**src/verilog/fmrpc_consts.svh**
```systemverilog
// constants of the flash mode, reset and power control block
// assumes a 20 MHz system clock; included by the package and the top module
`ifndef FMRPC_CONSTS_SVH
`define FMRPC_CONSTS_SVH

// system clock rate in MHz
`define FMRPC_CLK_MHZ        20
// opcodes handled here
`define FMRPC_OP_EXIT_4W     8'hff
`define FMRPC_OP_ENTER_4W    8'h38
`define FMRPC_OP_RST_ENABLE  8'h66
`define FMRPC_OP_RST_DEVICE  8'h99
`define FMRPC_OP_DEEP_SLEEP  8'h79
// reset_recovery_time in ns
`define FMRPC_RESET_REC_NS   28000
// wake_pulse_low_time in ns, least value
`define FMRPC_WAKE_LOW_NS    3000
// deep_sleep_exit_time in ns, longest value
`define FMRPC_SLEEP_EXIT_NS  100000
// cycle counts: least rounds up, longest rounds down
`define FMRPC_RESET_REC_CYC  ((`FMRPC_RESET_REC_NS * `FMRPC_CLK_MHZ + 999) / 1000)
`define FMRPC_WAKE_LOW_CYC   ((`FMRPC_WAKE_LOW_NS * `FMRPC_CLK_MHZ + 999) / 1000)
`define FMRPC_SLEEP_EXIT_CYC ((`FMRPC_SLEEP_EXIT_NS * `FMRPC_CLK_MHZ) / 1000)
// width of the shared cycle counter
`define FMRPC_CNT_W          12
// bits taken per clock edge in each mode
`define FMRPC_STEP_SERIAL    3'h1
`define FMRPC_STEP_4W        3'h4

`endif

```
**src/verilog/fmrpc_pkg.sv**
```systemverilog
// types of the flash mode, reset and power control block
// assumes fmrpc_consts.svh sits beside it
`include "fmrpc_consts.svh"

package fmrpc_pkg;

    // one sample of the host pins
    typedef struct packed {
        logic       cs_n;
        logic       sclk;
        logic [3:0] dq;
    } fmrpc_pins_t;

    // power and recovery state
    typedef enum logic [1:0] {
        ST_STANDBY,
        ST_RESETTING,
        ST_DEEP_SLEEP,
        ST_WAKING
    } fmrpc_state_t;

endpackage

```
**src/verilog/fmrpc_top.sv**
```systemverilog
// command-level mode, reset and power-down control of a serial flash
// assumes host pins arrive asynchronously; engine status is on I_CLK_SYS
//
// Overview of operation
// exit opcode in four-wire mode returns the device to serial decoding.
// leaving four-wire mode keeps write latch, suspend and wrap settings.
// accepted reset aborts the engine and clears all volatile settings.
// reset-enable and reset are accepted in serial and four-wire modes.
// reset only when reset directly follows reset-enable; others disarm.
// after reset no command is accepted for the recovery time.
// host should avoid resetting while program, erase or suspend is active.
// in deep sleep every command is ignored.
// deep sleep entry is its opcode shifted on rising clock edges.
// bits after the entry opcode are dropped; entry follows chip select rise.
// entry needs the full opcode and a whole-byte chip select rise.
// the device starts in standby, never in deep sleep.
// entry opcode is ignored while the engine is busy.
// host wakes the device with a long enough chip select low pulse.
// a dummy byte inside the wake pulse is ignored.
// after the wake pulse standby is reached within the exit time.
// a transaction started before standby is back is ignored.
// enter four-wire opcode is ignored unless the quad enable bit is set.
// the armed reset-enable state is cleared at power-up and after reset.
`timescale 1ns/100ps
`include "fmrpc_consts.svh"

module fmrpc_top #(
    parameter int RESET_CYC = `FMRPC_RESET_REC_CYC,
    parameter int WAKE_CYC  = `FMRPC_WAKE_LOW_CYC,
    parameter int EXIT_CYC  = `FMRPC_SLEEP_EXIT_CYC
) (
    input  wire logic       I_CLK_SYS,
    input  wire logic       I_RST_N,
    input  wire logic       I_CS_N,
    input  wire logic       I_SCLK,
    input  wire logic [3:0] I_DQ,
    input  wire logic       I_ENGINE_BUSY,
    input  wire logic       I_QUAD_ENABLE,
    output logic            O_FOUR_WIRE_MODE,
    output logic            O_ENGINE_ABORT,
    output logic            O_VOLATILE_CLEAR,
    output logic            O_CMD_STROBE,
    output logic [7:0]      O_CMD_CODE,
    output logic            O_RESET_BUSY,
    output logic            O_DEEP_SLEEP,
    output logic            O_STANDBY
);

    localparam int CW = `FMRPC_CNT_W;

    // refuse counts the counter cannot hold
    initial begin
        if (RESET_CYC < 1 || RESET_CYC >= (1 << CW) ||
            WAKE_CYC < 1 || WAKE_CYC >= (1 << CW) ||
            EXIT_CYC < 1 || EXIT_CYC >= (1 << CW)) begin
            $error("fmrpc_top: cycle count out of range");
        end
    end

    localparam logic [CW-1:0] RESET_LAST = CW'(RESET_CYC - 1);
    localparam logic [CW-1:0] WAKE_MIN   = CW'(WAKE_CYC);
    localparam logic [CW-1:0] EXIT_LAST  = CW'(EXIT_CYC - 1);
    localparam logic [CW-1:0] CNT_MAX    = {CW{1'b1}};

    // pin synchroniser stages
    fmrpc_pkg::fmrpc_pins_t pin_s1_q;
    fmrpc_pkg::fmrpc_pins_t pin_s2_q;
    logic                   cs_prev_q;
    logic                   sclk_prev_q;

    // control state and its next values
    fmrpc_pkg::fmrpc_state_t state_q;
    fmrpc_pkg::fmrpc_state_t state_d;
    logic [CW-1:0]           cnt_q;
    logic [CW-1:0]           cnt_d;
    logic                    four_wire_q;
    logic                    four_wire_d;
    logic                    armed_q;
    logic                    armed_d;
    logic [7:0]              shift_q;
    logic [7:0]              shift_d;
    logic [2:0]              bits_q;
    logic [2:0]              bits_d;
    logic                    full_q;
    logic                    full_d;
    logic                    ignore_q;
    logic                    ignore_d;

    // registered outputs and their next values
    logic                    abort_q;
    logic                    abort_d;
    logic                    clear_q;
    logic                    clear_d;
    logic                    strobe_q;
    logic                    strobe_d;
    logic [7:0]              code_q;
    logic [7:0]              code_d;
    logic                    rbusy_q;
    logic                    rbusy_d;
    logic                    sleep_q;
    logic                    sleep_d;
    logic                    ready_q;
    logic                    ready_d;

    // pin events, read only from the second stage onward
    logic       cs_fall;
    logic       cs_rise;
    logic       sclk_rise;
    logic [2:0] step;
    logic [2:0] bits_next;
    logic [7:0] shift_next;

    // two-flop synchroniser and edge history
    always_ff @(posedge I_CLK_SYS or negedge I_RST_N) begin
        if (!I_RST_N) begin
            pin_s1_q    <= '{cs_n: 1'b1, sclk: 1'b0, dq: 4'h0};
            pin_s2_q    <= '{cs_n: 1'b1, sclk: 1'b0, dq: 4'h0};
            cs_prev_q   <= 1'b1;
            sclk_prev_q <= 1'b0;
        end else begin
            pin_s1_q    <= '{cs_n: I_CS_N, sclk: I_SCLK, dq: I_DQ};
            pin_s2_q    <= pin_s1_q;
            cs_prev_q   <= pin_s2_q.cs_n;
            sclk_prev_q <= pin_s2_q.sclk;
        end
    end

    // edge detection on synchronised pins
    assign cs_fall   = cs_prev_q & ~pin_s2_q.cs_n;
    assign cs_rise   = ~cs_prev_q & pin_s2_q.cs_n;
    assign sclk_rise = ~sclk_prev_q & pin_s2_q.sclk & ~pin_s2_q.cs_n;

    // bits per edge follow the current mode
    assign step       = four_wire_q ? `FMRPC_STEP_4W : `FMRPC_STEP_SERIAL;
    assign bits_next  = bits_q + step;
    assign shift_next = four_wire_q ? {shift_q[3:0], pin_s2_q.dq}
                                    : {shift_q[6:0], pin_s2_q.dq[0]};

    // next-state logic: framing, decode, power and recovery
    always_comb begin
        state_d     = state_q;
        cnt_d       = cnt_q;
        four_wire_d = four_wire_q;
        armed_d     = armed_q;
        shift_d     = shift_q;
        bits_d      = bits_q;
        full_d      = full_q;
        ignore_d    = ignore_q;
        abort_d     = 1'b0;
        clear_d     = 1'b0;
        strobe_d    = 1'b0;
        code_d      = code_q;

        // framing of one chip select window
        if (cs_fall) begin
            bits_d   = 3'h0;
            full_d   = 1'b0;
            ignore_d = (state_q != fmrpc_pkg::ST_STANDBY);
        end else if (sclk_rise) begin
            bits_d = bits_next;
            if (!full_q) begin
                shift_d = shift_next;
                full_d  = (bits_next == 3'h0);
            end
            // later bits only move the bit count, opcode stays
        end

        case (state_q)
            fmrpc_pkg::ST_STANDBY: begin
                if (cs_rise && !ignore_q && full_q) begin
                    if (shift_q == `FMRPC_OP_RST_ENABLE) begin
                        armed_d = 1'b1;
                    end else if (shift_q == `FMRPC_OP_RST_DEVICE && armed_q) begin
                        armed_d     = 1'b0;
                        abort_d     = 1'b1;
                        clear_d     = 1'b1;
                        four_wire_d = 1'b0;
                        state_d     = fmrpc_pkg::ST_RESETTING;
                        cnt_d       = '0;
                    end else begin
                        armed_d = 1'b0;
                        if (shift_q == `FMRPC_OP_EXIT_4W && four_wire_q) begin
                            four_wire_d = 1'b0;
                        end else if (shift_q == `FMRPC_OP_ENTER_4W) begin
                            if (I_QUAD_ENABLE && !four_wire_q) begin
                                four_wire_d = 1'b1;
                            end
                        end else if (shift_q == `FMRPC_OP_DEEP_SLEEP) begin
                            if (bits_q == 3'h0 && !I_ENGINE_BUSY) begin
                                state_d = fmrpc_pkg::ST_DEEP_SLEEP;
                                cnt_d   = '0;
                            end
                        end else begin
                            strobe_d = 1'b1;
                            code_d   = shift_q;
                        end
                    end
                end
            end
            fmrpc_pkg::ST_RESETTING: begin
                armed_d = 1'b0;
                if (cnt_q == RESET_LAST) begin
                    state_d = fmrpc_pkg::ST_STANDBY;
                    cnt_d   = '0;
                end else begin
                    cnt_d = cnt_q + 1'b1;
                end
            end
            fmrpc_pkg::ST_DEEP_SLEEP: begin
                // measure the low time; bytes inside are dropped
                if (cs_fall) begin
                    cnt_d = '0;
                end else if (cs_rise) begin
                    if (cnt_q >= WAKE_MIN) begin
                        state_d = fmrpc_pkg::ST_WAKING;
                    end
                    cnt_d = '0;
                end else if (!pin_s2_q.cs_n && cnt_q != CNT_MAX) begin
                    cnt_d = cnt_q + 1'b1;
                end
            end
            fmrpc_pkg::ST_WAKING: begin
                if (cnt_q == EXIT_LAST) begin
                    state_d = fmrpc_pkg::ST_STANDBY;
                    cnt_d   = '0;
                end else begin
                    cnt_d = cnt_q + 1'b1;
                end
            end
            default: begin
                state_d = fmrpc_pkg::ST_STANDBY;
                cnt_d   = '0;
            end
        endcase

        // status outputs follow the next state
        rbusy_d = (state_d == fmrpc_pkg::ST_RESETTING);
        sleep_d = (state_d == fmrpc_pkg::ST_DEEP_SLEEP);
        ready_d = (state_d == fmrpc_pkg::ST_STANDBY);
    end

    // state registers; power-up lands in standby, serial, disarmed
    always_ff @(posedge I_CLK_SYS or negedge I_RST_N) begin
        if (!I_RST_N) begin
            state_q     <= fmrpc_pkg::ST_STANDBY;
            cnt_q       <= '0;
            four_wire_q <= 1'b0;
            armed_q     <= 1'b0;
            shift_q     <= 8'h00;
            bits_q      <= 3'h0;
            full_q      <= 1'b0;
            ignore_q    <= 1'b0;
            abort_q     <= 1'b0;
            clear_q     <= 1'b0;
            strobe_q    <= 1'b0;
            code_q      <= 8'h00;
            rbusy_q     <= 1'b0;
            sleep_q     <= 1'b0;
            ready_q     <= 1'b1;
        end else begin
            state_q     <= state_d;
            cnt_q       <= cnt_d;
            four_wire_q <= four_wire_d;
            armed_q     <= armed_d;
            shift_q     <= shift_d;
            bits_q      <= bits_d;
            full_q      <= full_d;
            ignore_q    <= ignore_d;
            abort_q     <= abort_d;
            clear_q     <= clear_d;
            strobe_q    <= strobe_d;
            code_q      <= code_d;
            rbusy_q     <= rbusy_d;
            sleep_q     <= sleep_d;
            ready_q     <= ready_d;
        end
    end

    // outputs straight from flip-flops
    assign O_FOUR_WIRE_MODE = four_wire_q;
    assign O_ENGINE_ABORT   = abort_q;
    assign O_VOLATILE_CLEAR = clear_q;
    assign O_CMD_STROBE     = strobe_q;
    assign O_CMD_CODE       = code_q;
    assign O_RESET_BUSY     = rbusy_q;
    assign O_DEEP_SLEEP     = sleep_q;
    assign O_STANDBY        = ready_q;

endmodule

```
**config.mk**
```make
export PLATFORM = sky130hd
export DESIGN_NAME = fmrpc_top
export DESIGN_NICKNAME = d
export VERILOG_FILES = /design/src/verilog/fmrpc_pkg.sv /design/src/verilog/fmrpc_top.sv
export VERILOG_INCLUDE_DIRS = /design/src /design/src/verilog
export SDC_FILE = /design/constraint.sdc
export NUM_CORES = 1
export LEC_CHECK = 0
export ABC_AREA = 1
export BUFFER_PORTS_ARGS = -buffer_cell sky130_fd_sc_hd__buf_2
export CAP_MARGIN = 5
export CORE_MARGIN = 3
export CORE_UTILIZATION = 50
export CTS_CLUSTER_DIAMETER = 120
export DETAILED_ROUTE_END_ITERATION = 8
export MAX_ROUTING_LAYER = met4
export PLACE_DENSITY = 0.68
export SYNTH_ARGS = -nofsm -noshare
export SYNTH_HDL_FRONTEND = slang
export SYNTH_SLANG_ARGS = --single-unit
export TNS_END_PERCENT = 1
```
**constraint.sdc**
```tcl
create_clock -name I_CLK_SYS -period 2.05 [get_ports I_CLK_SYS]
set_clock_uncertainty 0.1 [all_clocks]
set_input_delay 0.41 -clock I_CLK_SYS [delete_from_list [all_inputs] [get_ports I_CLK_SYS]]
set_output_delay 0.41 -clock I_CLK_SYS [all_outputs]
set_load 0.03 [all_outputs]
```
==> results.yml <==
status:
  outcome: "complete, no violations"
placement:
  gp_congestion: 0.878
  dpl.hpwl_mm: 5.11
  io_buffers: 24
setup_path:
  r2r_setup_slack_ns: 0.18
  required_ns: 2.16
  path_max_fanout: 6
  critPathMaxStageDelay_ns: 0.55
  crit_path_top_delay_cell: "dfstp_2"
  r2r_start: "pin_s2_q[5]"
  worstReg2RegEnd: "cnt_q[6]"
  reg2reg_depth: 8
  end_kind: "register"
  worstSetupStartpointType: "register"
  worstPathArrival_ns: 1.98
  crit_type: "reg -> reg"
  crit_chain: "ha_1, inv_1, nor3_1, a21oi_1, inv_1, nand4_1, nand2_1, nand2_1"
global_route:
  overflow: 0
  antenna_found_initial: 0
  grt_pass1_wl_mm: 12.2
  grt_pass1_vias: 2512
  grt_max_degree: 57
  track_usage_pct: 21.9
logic_synthesis:
  ys_ff_latch: 56
  synth_compound_area_share_pct: 8.21
  synth-seq-area-share_pct: 45.2
  yosys_warnings: 0
  synthMuxAreaShare_pct: 0
  synth_largest_area_cell: "dfrtp_1"
  synth_top_family_by_area: "simple AND/OR/NAND/NOR gates"
  synth_top_area_share_pct: 41.9
  synth-simple-area-share_pct: 33.3
  synth.distinct_cells: 32
  syn_inst: 397
  synth_xor_area_share_pct: 1.69
  synth.area.top_cells: "dfrtp_1 42%, nand2_1 12%, nand3_1 7.4%"
  synth_edf_count: 0
  syn_area_um2: 3110
  ys.flop_type: "dfrtp_1"
  ys_async_sr_fraction_pct: 100
  avgSynthCellArea_um2: 7.83
  synth_common_cells: "96 x nand2_1, 52 x dfrtp_1, 50 x inv_1"
  synthMostInstantiatedCell: "nand2_1"
  synth-adder-area-share_pct: 2.42
  syn-num-nets: 413
min_path:
  hold_end: "pin_s1_q[5]"
  hold_class: "in -> reg"
  worstHoldStart: "I_CS_N"
  hold_path_depth: 1
timing:
  rsz0062_at_grt: "no"
  finalMaxSlewViolations: 0
  tns_ns: 0
  fmax_mhz: 536
  finalHoldViolations: 0
  fin_crit_ns: 1.87
  worstMarginPinSlew_ns: 0.442
  setup_viol: 0
  final.period_utilization_pct: 91.0
  maxSlewHeadroom_pct: 70.4
route:
  viasPerCell: 5.41
  drc: 0
  wl_per_cell_um: 14.0
  drt-initial-drc-count: 294
  drt-pass1-iter-count: 5
  via_count: 2721
  postRouteAntennaNets: 0
  totalWireLength_mm: 7.03
cells_and_area:
  multi_input_area_um2: 1420
  syn2layout_area_growth_pct: 11.1
  seq_area_um2: 1410
  layout-drive-gt1-share_pct: 16.6
  num-fill-cells: 553
  utilization_pct: 58.0
  diodes: 0
  nNetsFinal: 443
flow_run:
  cap_violations: 0
cts:
  cts_setup_buffers: 0
  cts_sinks: 56
  cts_root_buffer: "clkbuf_8"
  path_clk_slew_ns: 0.10
  cts_made_buffers: 5
  htree_levels: 2
  clock_path_buffers: 2
  clk_latency_ns: 0.32
  cts_tree: "yes"
  ctsResizeCount: 0
die:
  dieWidth_um: 84.8
  rows: 28
  initial_utilization_pct: 52.2
  coreArea_um2: 5960
  dieHeight_um: 84.8
  dieArea_um2: 7200
  pin_count: 25
pwr:
  powerDensity_nw_per_um2: 729
  power.ir.vdd_worst_v: 0.000476
  p_leak_nw: 1.71
## cell type report
| type | instances | area share (%) |
|---|---|---|
| clock buffer | 5 | 1.99 |
| clock inverter | 3 | 0.616 |
| inverter | 53 | 5.76 |
| multi-input combinational | 274 | 41.1 |
| sequential | 56 | 40.7 |
| tap | 75 | 2.72 |
| timing repair buffer | 37 | 7.10 |
## cells in the final DEF, fill, tap and decap left out, drive strengths merged
master,instances
dfrtp,52
dfstp,4
clkbuf,5
nand3,50
nor2,29
nand2,102
o211ai,7
and3,1
buf,36
a21oi,6
inv,52
ha,6
nor3,16
nor4,1
xor2,5
o21ai,29
clkinvlp,1
dlygate4sd3,1
xnor2,1
o22ai,2
clkinv,3
nand4,19
## metrics by stage
stage          setup WS (ns)  hold WS (ns)  total power [mW]  std cells  area (um^2)
6_report               0.185        0.0800              2.52        503         3450
5_1_grt               0.0389        0.0656              2.67        503         3450
4_1_cts                0.188        0.0715              2.53        503         3450
3_5_place_dp           0.213         0.236              1.91        494         3350
3_3_place_gp           0.212         0.231              1.90        494         3350
2_1_floorplan          0.168        0.0144              1.72        397         3110
## cells by family after synthesis
logic type,after synthesis
flip-flops,56
adder cells (fa/ha/maj),6
XOR/XNOR,6
AND/OR/NAND/NOR,218
buffers and inverters,67
AO/OA/AOI/OAI,44
## how the worst max path moves through the flow
| stage | from | endpoint | slack (ns) | depth (start not counted) |
|---|---|---|---|---|
| 6_report | pin_s2_q[5] | cnt_q[6] | 0.18 | 8 |
| 5_1_grt | shift_q[2] | cnt_q[3] | 0.04 | 10 |
| 3_5_place_dp | pin_s2_q[5] | O_DEEP_SLEEP | 0.21 | 7 |
| 2_1_floorplan | O_FOUR_WIRE_MODE | full_q | 0.17 | 7 |
| 3_3_place_gp | pin_s2_q[5] | O_DEEP_SLEEP | 0.21 | 7 |
| 4_1_cts | pin_s2_q[5] | cnt_q[3] | 0.19 | 10 |
## critical path, delay by kind of cell, from the launching register on
family	cells	cell delay, ns
fa+ha+maj	1	0.16
buf+inv	2	0.15
flops	1	0.55
compound gates	1	0.11
simple gates	4	0.69
## flip-flops by register name (all words and copies together), names as in the netlist, 2 cells and up
signal	flops
O_CMD_CODE	8
bits_q	3
cnt_q	12
pin_s1_q	6
pin_s2_q	6
shift_q	8
state_q	2
## where the power goes
| group | internal [mW] | total [mW] | switching [mW] | leakage, nW |
|---|---|---|---|---|
| combinational | 0.188 | 0.559 | 0.372 | 0.957 |
| sequential | 1.21 | 1.34 | 0.127 | 0.709 |
| clock | 0.243 | 0.617 | 0.374 | 0.0445 |
| total | 1.64 | 2.52 | 0.872 | 1.71 |
## layer usage
layer  vias to the layer above  wire [um]  global-route usage [%]
li1                       1357          -                       -
met2                       105       3000                    30.7
met4                         0         72                    5.32
met1                      1251       3410                    32.9
met5                         -          0                       -
met3                         8        545                    4.08
## timing repair
action / 4_1_cts / 5_1_grt
setup endpoints to repair: 0 / 0
endpoints found under the hold margin: 52 / 0
hold buffers: 1 / 0
Power figures use the tool's default switching activity.
